<file path="src/core/spi_image_cfg.svh">
/*
  Constants of the splitter process image: block bounds, word offsets
  within the box's slot, channel count and reset values.
  Assumes inclusion by the image module only.
*/
`ifndef SPI_IMAGE_CFG_SVH
`define SPI_IMAGE_CFG_SVH

`define SPI_OUT_BLOCK_FIRST 16'h9c41
`define SPI_OUT_BLOCK_LAST  16'hac40
`define SPI_IN_BLOCK_FIRST  16'hb150
`define SPI_IN_BLOCK_LAST   16'hc14f
`define SPI_BLOCK_WORDS     16'h1000

`define SPI_IN_WORDS        16'h0008
`define SPI_OUT_WORDS       16'h0002

`define SPI_IN_PIN4_STATE   3'h0
`define SPI_IN_PIN2_DATA    3'h1
`define SPI_IN_COMMON_DIAG  3'h2
`define SPI_IN_SUPPLY_SHORT 3'h3
`define SPI_IN_PIN4_SHORT   3'h4
`define SPI_IN_PIN2_SHORT   3'h5
`define SPI_IN_PIN4_WARN    3'h6
`define SPI_IN_PIN2_WARN    3'h7

`define SPI_OUT_PIN4_CMD    1'h0
`define SPI_OUT_PIN2_CMD    1'h1

`define SPI_CHANNELS        8
`define SPI_CMD_RESET       16'h0000

`endif

</file>
<file path="src/core/spi_image_pkg.sv">
/*
  Types of the splitter process image.
  Assumes spi_image_cfg.svh for the numeric constants.
*/
package spi_image_pkg;
  typedef logic [15:0] spi_word_t;
  typedef enum logic [1:0] {
    SPI_PIN2_DIAG,
    SPI_PIN2_INPUT,
    SPI_PIN2_OUTPUT
  } spi_pin2_mode_e;
endpackage : spi_image_pkg

</file>
<file path="src/core/spi_image_map.sv">
/*
  Process image of an eight-channel splitter box: eight read-only input
  words and two writable output command words inside the island
  interface module's image blocks, at slots chosen by that module.
  Assumes field signals arrive asynchronously and are synchronised here;
  channel configuration and slot bases come from logic on core_clk.
*/
// Behaviour
// - Two adjacent output command words inside output block 40001 to 44096.
// - Eight adjacent input words in block from 45392, data before diagnostics.
// - Word 1 carries pin-4 inputs; output-configured pin 4 bits unused.
// - Pin 2 gives diagnostics by default; none once pin 2 is I/O.
// - Word 2 carries pin-2 diagnostic or input state per configuration.
// - Diagnostic pin 2 reports 1 and red light without signal, else 0.
// - Word 3 holds common diagnostic flags, 1 meaning a problem.
// - Word 4 flags sensor supply shorts, one bit per channel.
// - Word 5 flags pin-4 actuator shorts; input pin 4 bits unused.
// - Word 6 flags pin-2 actuator shorts; input or diagnostic bits unused.
// - Word 7 flags pin-4 actuator warnings; input pin 4 bits unused.
// - Word 8 flags pin-2 actuator warnings; input or diagnostic bits unused.
// - Output word 1 commands pin-4 actuators; input pin 4 bits ignored.
// - Output word 2 commands pin-2 actuators; input or diagnostic bits ignored.
`include "spi_image_cfg.svh"

module spi_image_map #(
  parameter int CHANNELS = `SPI_CHANNELS
) (
  input  wire logic                   core_clk,        // 25 MHz clock
  input  wire logic                   sys_rst,         // Sync reset, active high
  input  wire logic [15:0]            in_slot_base,    // First input word number
  input  wire logic [15:0]            out_slot_base,   // First output word number
  input  wire logic [CHANNELS-1:0]    pin4_is_output,  // 1: pin 4 drives actuator
  input  wire logic [CHANNELS-1:0]    pin2_diag_en,    // 1: pin 2 reports diagnostics
  input  wire logic [CHANNELS-1:0]    pin2_is_output,  // 1 with pin2_diag_en 0: pin 2 drives actuator
  input  wire logic [CHANNELS-1:0]    pin4_level,      // Pin 4 sensor level
  input  wire logic [CHANNELS-1:0]    pin2_level,      // Pin 2 signal level
  input  wire logic [15:0]            common_fault,    // Common diagnostic flags
  input  wire logic [CHANNELS-1:0]    supply_short,    // Sensor supply short
  input  wire logic [CHANNELS-1:0]    pin4_short,      // Pin 4 actuator short
  input  wire logic [CHANNELS-1:0]    pin2_short,      // Pin 2 actuator short
  input  wire logic [CHANNELS-1:0]    pin4_warn,       // Pin 4 actuator warning
  input  wire logic [CHANNELS-1:0]    pin2_warn,       // Pin 2 actuator warning
  input  wire logic                   rd_en,           // Read strobe
  input  wire logic [15:0]            rd_addr,         // Word number to read
  output logic      [15:0]            rd_data,         // Read word, registered
  output logic                        rd_valid,        // One-cycle read answer
  output logic                        rd_hit,          // Address was ours
  input  wire logic                   wr_en,           // Write strobe
  input  wire logic [15:0]            wr_addr,         // Word number to write
  input  wire logic [15:0]            wr_data,         // Word to write
  output logic                        slot_ok,         // Slots lie inside blocks
  output logic      [CHANNELS-1:0]    pin4_drive,      // Pin 4 actuator drive
  output logic      [CHANNELS-1:0]    pin2_drive,      // Pin 2 actuator drive
  output logic      [CHANNELS-1:0]    red_led          // Red indicator per socket
);

  if (CHANNELS < 1 || CHANNELS > 16) begin : g_bad_channels
    $error("CHANNELS must lie in 1..16");
  end

  localparam int NF = 7 * CHANNELS + 16;

  function automatic spi_image_pkg::spi_pin2_mode_e pin2_mode(input logic diag,
                                                              input logic outp);
    if (diag) begin
      return spi_image_pkg::SPI_PIN2_DIAG;
    end else if (outp) begin
      return spi_image_pkg::SPI_PIN2_OUTPUT;
    end
    return spi_image_pkg::SPI_PIN2_INPUT;
  endfunction : pin2_mode

  function automatic logic [15:0] widen(input logic [CHANNELS-1:0] v);
    logic [15:0] w;
    w = 16'h0000;
    w[CHANNELS-1:0] = v;
    return w;
  endfunction : widen

  // Field signals through two flip-flops
  logic [NF-1:0] field_meta_reg;
  logic [NF-1:0] field_sync_reg;
  always_ff @(posedge core_clk) begin
    field_meta_reg <= {pin4_level, pin2_level, common_fault, supply_short,
                       pin4_short, pin2_short, pin4_warn, pin2_warn};
    field_sync_reg <= field_meta_reg;
  end

  logic [CHANNELS-1:0] s_p4lvl;
  logic [CHANNELS-1:0] s_p2lvl;
  logic [15:0]         s_common;
  logic [CHANNELS-1:0] s_supply;
  logic [CHANNELS-1:0] s_p4sh;
  logic [CHANNELS-1:0] s_p2sh;
  logic [CHANNELS-1:0] s_p4wr;
  logic [CHANNELS-1:0] s_p2wr;
  assign {s_p4lvl, s_p2lvl, s_common, s_supply, s_p4sh, s_p2sh, s_p4wr, s_p2wr} =
         field_sync_reg;

  // Per-socket mode masks
  logic [CHANNELS-1:0] p2_diag_m;
  logic [CHANNELS-1:0] p2_in_m;
  logic [CHANNELS-1:0] p2_out_m;
  always_comb begin
    for (int i = 0; i < CHANNELS; i++) begin
      p2_diag_m[i] = 1'b0;
      p2_in_m[i]   = 1'b0;
      p2_out_m[i]  = 1'b0;
      unique case (pin2_mode(pin2_diag_en[i], pin2_is_output[i]))
        spi_image_pkg::SPI_PIN2_DIAG:   p2_diag_m[i] = 1'b1;
        spi_image_pkg::SPI_PIN2_INPUT:  p2_in_m[i]   = 1'b1;
        spi_image_pkg::SPI_PIN2_OUTPUT: p2_out_m[i]  = 1'b1;
      endcase
    end
  end

  // Input image words
  spi_image_pkg::spi_word_t in_word [8];
  always_comb begin
    in_word[`SPI_IN_PIN4_STATE]   = widen(s_p4lvl & ~pin4_is_output);
    in_word[`SPI_IN_PIN2_DATA]    = widen((~s_p2lvl & p2_diag_m)
                                          | (s_p2lvl & p2_in_m));
    in_word[`SPI_IN_COMMON_DIAG]  = s_common;
    in_word[`SPI_IN_SUPPLY_SHORT] = widen(s_supply);
    in_word[`SPI_IN_PIN4_SHORT]   = widen(s_p4sh & pin4_is_output);
    in_word[`SPI_IN_PIN2_SHORT]   = widen(s_p2sh & p2_out_m);
    in_word[`SPI_IN_PIN4_WARN]    = widen(s_p4wr & pin4_is_output);
    in_word[`SPI_IN_PIN2_WARN]    = widen(s_p2wr & p2_out_m);
  end

  // Slot placement inside the two blocks
  logic [16:0] in_last;
  logic [16:0] out_last;
  assign in_last  = {1'b0, in_slot_base} + {1'b0, `SPI_IN_WORDS} - 17'h00001;
  assign out_last = {1'b0, out_slot_base} + {1'b0, `SPI_OUT_WORDS} - 17'h00001;
  assign slot_ok  = (in_slot_base >= `SPI_IN_BLOCK_FIRST)
                 && (in_last <= {1'b0, `SPI_IN_BLOCK_LAST})
                 && (out_slot_base >= `SPI_OUT_BLOCK_FIRST)
                 && (out_last <= {1'b0, `SPI_OUT_BLOCK_LAST});

  function automatic logic in_slot(input logic [15:0] a, input logic [15:0] base);
    return (a >= base) && ({1'b0, a} <= ({1'b0, base} + {1'b0, `SPI_IN_WORDS}
                                         - 17'h00001));
  endfunction : in_slot

  function automatic logic out_slot(input logic [15:0] a, input logic [15:0] base);
    return (a == base) || (a == base + 16'h0001);
  endfunction : out_slot

  logic [15:0] rd_off;
  logic [15:0] wr_off;
  logic        rd_in_hit;
  logic        rd_out_hit;
  logic        wr_out_hit;
  assign rd_off     = rd_addr - in_slot_base;
  assign wr_off     = wr_addr - out_slot_base;
  assign rd_in_hit  = slot_ok && in_slot(rd_addr, in_slot_base);
  assign rd_out_hit = slot_ok && out_slot(rd_addr, out_slot_base);
  assign wr_out_hit = slot_ok && wr_en && out_slot(wr_addr, out_slot_base);

  // Output command words, readable back
  spi_image_pkg::spi_word_t cmd_reg [2];
  always_ff @(posedge core_clk) begin
    if (sys_rst) begin
      cmd_reg[0] <= `SPI_CMD_RESET;
      cmd_reg[1] <= `SPI_CMD_RESET;
    end else if (wr_out_hit) begin
      cmd_reg[wr_off[0]] <= wr_data;
    end
  end

  // Read answer one cycle after the strobe
  always_ff @(posedge core_clk) begin
    if (sys_rst) begin
      rd_data  <= 16'h0000;
      rd_valid <= 1'b0;
      rd_hit   <= 1'b0;
    end else begin
      rd_valid <= rd_en;
      rd_hit   <= rd_en && (rd_in_hit || rd_out_hit);
      if (rd_en && rd_in_hit) begin
        rd_data <= in_word[rd_off[2:0]];
      end else if (rd_en && rd_out_hit) begin
        rd_data <= cmd_reg[rd_addr[0] ^ out_slot_base[0]];
      end else if (rd_en) begin
        rd_data <= 16'h0000;
      end
    end
  end

  // Actuator drives and indicators
  always_ff @(posedge core_clk) begin
    if (sys_rst) begin
      pin4_drive <= '0;
      pin2_drive <= '0;
      red_led    <= '0;
    end else begin
      pin4_drive <= cmd_reg[`SPI_OUT_PIN4_CMD][CHANNELS-1:0] & pin4_is_output;
      pin2_drive <= cmd_reg[`SPI_OUT_PIN2_CMD][CHANNELS-1:0] & p2_out_m;
      red_led    <= ~s_p2lvl & p2_diag_m;
    end
  end
endmodule : spi_image_map

</file>
<file path="config.mk">
export PLATFORM = sky130hd
export DESIGN_NAME = spi_image_map
export DESIGN_NICKNAME = d
export VERILOG_FILES = /design/src/core/spi_image_pkg.sv /design/src/core/spi_image_map.sv
export VERILOG_INCLUDE_DIRS = /design/src /design/src/core
export SDC_FILE = /design/constraint.sdc
export NUM_CORES = 1
export LEC_CHECK = 0
export BUFFER_PORTS_ARGS = -buffer_cell sky130_fd_sc_hd__buf_2
export CORE_MARGIN = 1.5
export CORE_UTILIZATION = 49
export CTS_CLUSTER_SIZE = 16
export DETAILED_ROUTE_END_ITERATION = 12
export PLACE_DENSITY_LB_ADDON = 0.2
export SETUP_SLACK_MARGIN = 0.4
export SLEW_MARGIN = 20
export SYNTH_ARGS = -nofsm -noshare
export SYNTH_HDL_FRONTEND = slang
export SYNTH_SLANG_ARGS = --single-unit
</file>
<file path="constraint.sdc">
create_clock -name core_clk -period 3.8 [get_ports core_clk]
set_input_delay 0.76 -clock core_clk [delete_from_list [all_inputs] [get_ports core_clk]]
set_output_delay 0.76 -clock core_clk [all_outputs]
set_load 0.02 [all_outputs]
</file>
==> flow_metrics.tcl <==
set metrics [dict create \
    clockPowerShare_pct 40.1 \
    switching_share_pct 24.7 \
    dpl.hpwl_um 19400 \
    ys.flop_type "dfxtp_1" \
    power.density_nw_per_um2 444 \
    clockRootBuffer "clkbuf_16" \
    combPwrFrac_pct 14.3 \
    report.final.slew_viol_count 0 \
    nets 1418 \
    finalClockSkew_ns 0.0220 \
    setup_tns_ns 0 \
    synth_compound_area_share_pct 13.1 \
    syn_inst 938 \
    ys_ff_latch 218 \
    drtIter0Drc 492 \
    required_ns 3.04 \
    start_util_pct 50.3 \
    fin_crit_ns 3.76 \
    vias_per_cell 5.36 \
    dieArea_um2 20200 \
    synthAdderAreaFrac_pct 4.70 \
    reg2reg_from "field_sync_reg[60]$_DFF_P_" \
    arrival_ns 3.00 \
    fin_cells 1482 \
    seq_area_frac_synth_pct 49.4 \
    p_leak_nw 5.29 \
    cts_tree "built" \
    crit_fanout 2 \
    antenna_found_initial 3 \
    via_count 7948 \
    grt_pass1_wl_um 39400 \
    dpl.cell_count 1428 \
    first_pass_iters 5 \
    cp-end-kind "output port" \
    synth_mux_area_share_pct 3.86 \
    cap_viol_max_count 0 \
    slew-limit-headroom_pct 60.5 \
    hold_start "field_meta_reg[18]$_DFF_P_" \
    yosysWarnings 0 \
    ir_worst_vdd_uv 490 \
    grt-ovfl-total 0 \
    worstHoldPathCells 0 \
    multiInputGateArea_um2 4610 \
    internal_power_mw 4.09 \
    p_sw_mw 1.34 \
    place_area_um2 11200 \
    period_share_pct 98.9 \
    io_pins 223 \
    critPathKind "in -> out" \
    start_kind "input port" \
    syn2layout_area_growth_pct 29.3 \
    hold_class "reg -> reg" \
    whs_ns 0.319 \
    gr-usage-all-layers_pct 24.8 \
    drc_errors 0 \
    synth_area_um2 9470 \
    fin_area_um2 12200 \
    wl_um 25800 \
    port_buffers 222 \
    reg2reg_slack_ns 2.33 \
    syn_area_per_cell_um2 10.1 \
    clk_pin_slew_ns 0.06 \
    num-fill-cells 1551 \
    syn_nets 1153 \
    min_to "field_sync_reg[18]$_DFF_P_" \
    die_x_um 142 \
    drt.antenna.violating_nets 0 \
    postSynth.asyncResetShare_pct 0 \
    coreArea_um2 18800 \
    synthXorXnorAreaFrac_pct 6.84 \
    numCtsBuffers 22 \
    r2r_cells 6 \
    grt_max_degree 58 \
    grt_pass1_vias 7750 \
    cts_sinks 218 \
    synth_edf_count 32 \
    synth-simple-area-share_pct 17.7 \
    std_cell_rows 50 \
    wl_per_cell_um 17.4 \
    tightest_slew_ns 0.587 \
    clock_latency_ns 0.50 \
    fmax_mhz 266 \
    place_congestion 0.922 \
    reg2reg_to "rd_data[4]$_SDFFE_PP0P_" \
    finalHoldViolCount 0 \
    hold_buffers 0 \
    ys_types 76 \
    htree_levels 1 \
    status "complete, no violations" \
    setup_viol 0 \
    die_y_um 142 \
    clockBufferDepth 3 \
    synth_top_family_by_area "simple AND/OR/NAND/NOR gates" \
    drive_above_1_share_pct 31.5 \
    seq_power_share_pct 45.6 \
    rsz0062_at_grt "yes" \
    register_area_um2 4680 \
]
## synthesized netlist by cell type (all sizes together) (3+ instances only)
| master | instances | area (µm²) |
|---|---|---|
| nor3 | 15 | 97.6 |
| xnor2 | 42 | 368 |
| o211ai | 20 | 155 |
| o2111ai | 3 | 26.3 |
| a31oi | 4 | 25.0 |
| inv | 45 | 169 |
| ha | 34 | 425 |
| a41oi | 3 | 26.3 |
| nor2 | 37 | 139 |
| a221oi | 3 | 26.3 |
| nand4 | 26 | 169 |
| mux2 | 12 | 135 |
| clkbuf | 39 | 148 |
| o311ai | 4 | 35.0 |
| edfxtp | 32 | 961 |
| xor2 | 32 | 280 |
| nand3 | 22 | 115 |
| and2 | 35 | 219 |
| nor2b | 3 | 18.8 |
| buf | 16 | 90.1 |
| nand2b | 17 | 106 |
| nand3b | 3 | 22.5 |
| a21o | 5 | 37.5 |
| nand4b | 3 | 26.3 |
| or2 | 6 | 40.0 |
| mux2i | 23 | 230 |
| a21oi | 35 | 175 |
| o31ai | 7 | 52.6 |
| and4 | 5 | 46.3 |
| nand2 | 76 | 285 |
| dfxtp | 186 | 3720 |
| a2111oi | 5 | 43.8 |
| nor3b | 21 | 169 |
| nor4 | 18 | 119 |
| o32ai | 3 | 26.3 |
| o221ai | 25 | 219 |
| o21ai | 35 | 175 |
| or3 | 3 | 18.8 |
| or4 | 6 | 45.0 |
## worst max-delay path by stage
stage	to	startpoint	slack, ns
6_report	slot_ok	out_slot_base[0]	0.04
4_1_cts	slot_ok	out_slot_base[1]	0.02
3_3_place_gp	rd_data[14]$_SDFFE_PP0P_	in_slot_base[0]	-0.10
5_1_grt	slot_ok	out_slot_base[0]	0.004
2_1_floorplan	cmd_reg[1][0]$_SDFFCE_PN0P_	out_slot_base[0]	0.16
3_5_place_dp	rd_data[9]$_SDFFE_PP0P_	in_slot_base[0]	-0.20
## kinds of logic (layout without fill, tap and decap cells)
logic type	count (synthesis)	count (layout)
AND/OR/NAND/NOR	301	303
flip-flops	218	218
AO/OA/AOI/OAI	175	176
buffers and inverters	100	378
XOR/XNOR	74	74
adder cells (fa/ha/maj)	35	35
multiplexers	35	35
other	0	3
## cells in the final DEF, fill, tap and decap left out, types with 25 or more instances in the layout
master and instances:
nor2_1 37, nand4_1 25, o21ai_0 32, a21oi_1 34, edfxtp_1 32, xor2_1 31, buf_4 66, buf_2 219
dfxtp_1 186, xnor2_1 41, ha_1 31, inv_1 44, and2_1 34, nand2_1 76
## power by group through the flow
| stage | Sequential [mW] | Clock (mW) | Combinational [mW] |
|---|---|---|---|
| 6_report | 2.48 | 2.18 | 0.779 |
| 5_1_grt | 2.49 | 2.32 | 0.854 |
| 4_1_cts | 2.48 | 2.21 | 0.746 |
| 3_5_place_dp | 2.53 | 0 | 0.737 |
| 3_3_place_gp | 2.53 | 0 | 0.730 |
| 2_1_floorplan | 2.53 | 0 | 0.425 |
## metal layers
metal	global-route usage, %	vias up	wire (µm)
met5	0	-	12
met3	4.98	68	1770
met2	40.4	301	11800
li1	-	3922	-
met4	9.66	2	1010
met1	32.5	3655	11300
## critical path: stages
cell      delay [ns]
buf_8           0.10
ha_4            0.15
and4_4          0.14
or4_1           0.51
a211o_1         0.27
a222oi_1        0.35
buf_4           0.19
o211ai_2        0.09
or2_4           0.28
inv_4           0.06
buf_6           0.11
## stage by stage
step	setup WS, ns	power, mW	utilization (%)
detailed placement	-0.203	3.27	59.6
global placement	-0.104	3.26	59.6
CTS	0.0191	5.44	63.8
finish	0.0401	5.44	65.0
floorplan	0.157	2.96	-
global route	0.00450	5.66	65.0
## cell type report
type | count | area share [%]
sequential | 218 | 38.2
multi-input combinational | 623 | 37.6
timing repair buffer | 293 | 13.9
clock buffer | 28 | 4.84
tap | 260 | 2.66
inverter | 45 | 1.40
clock inverter | 12 | 1.26
antenna | 3 | 0.0613
## what timing repair did
item                                    in CTS  in global routing
pin swaps                                    6                 17
gates resized for setup                      7                 31
endpoints found under the setup margin      15                 66
cloned                                       0                  4
buffers inserted                             2                  5
Note: power is estimated with default switching activity, not from simulation.
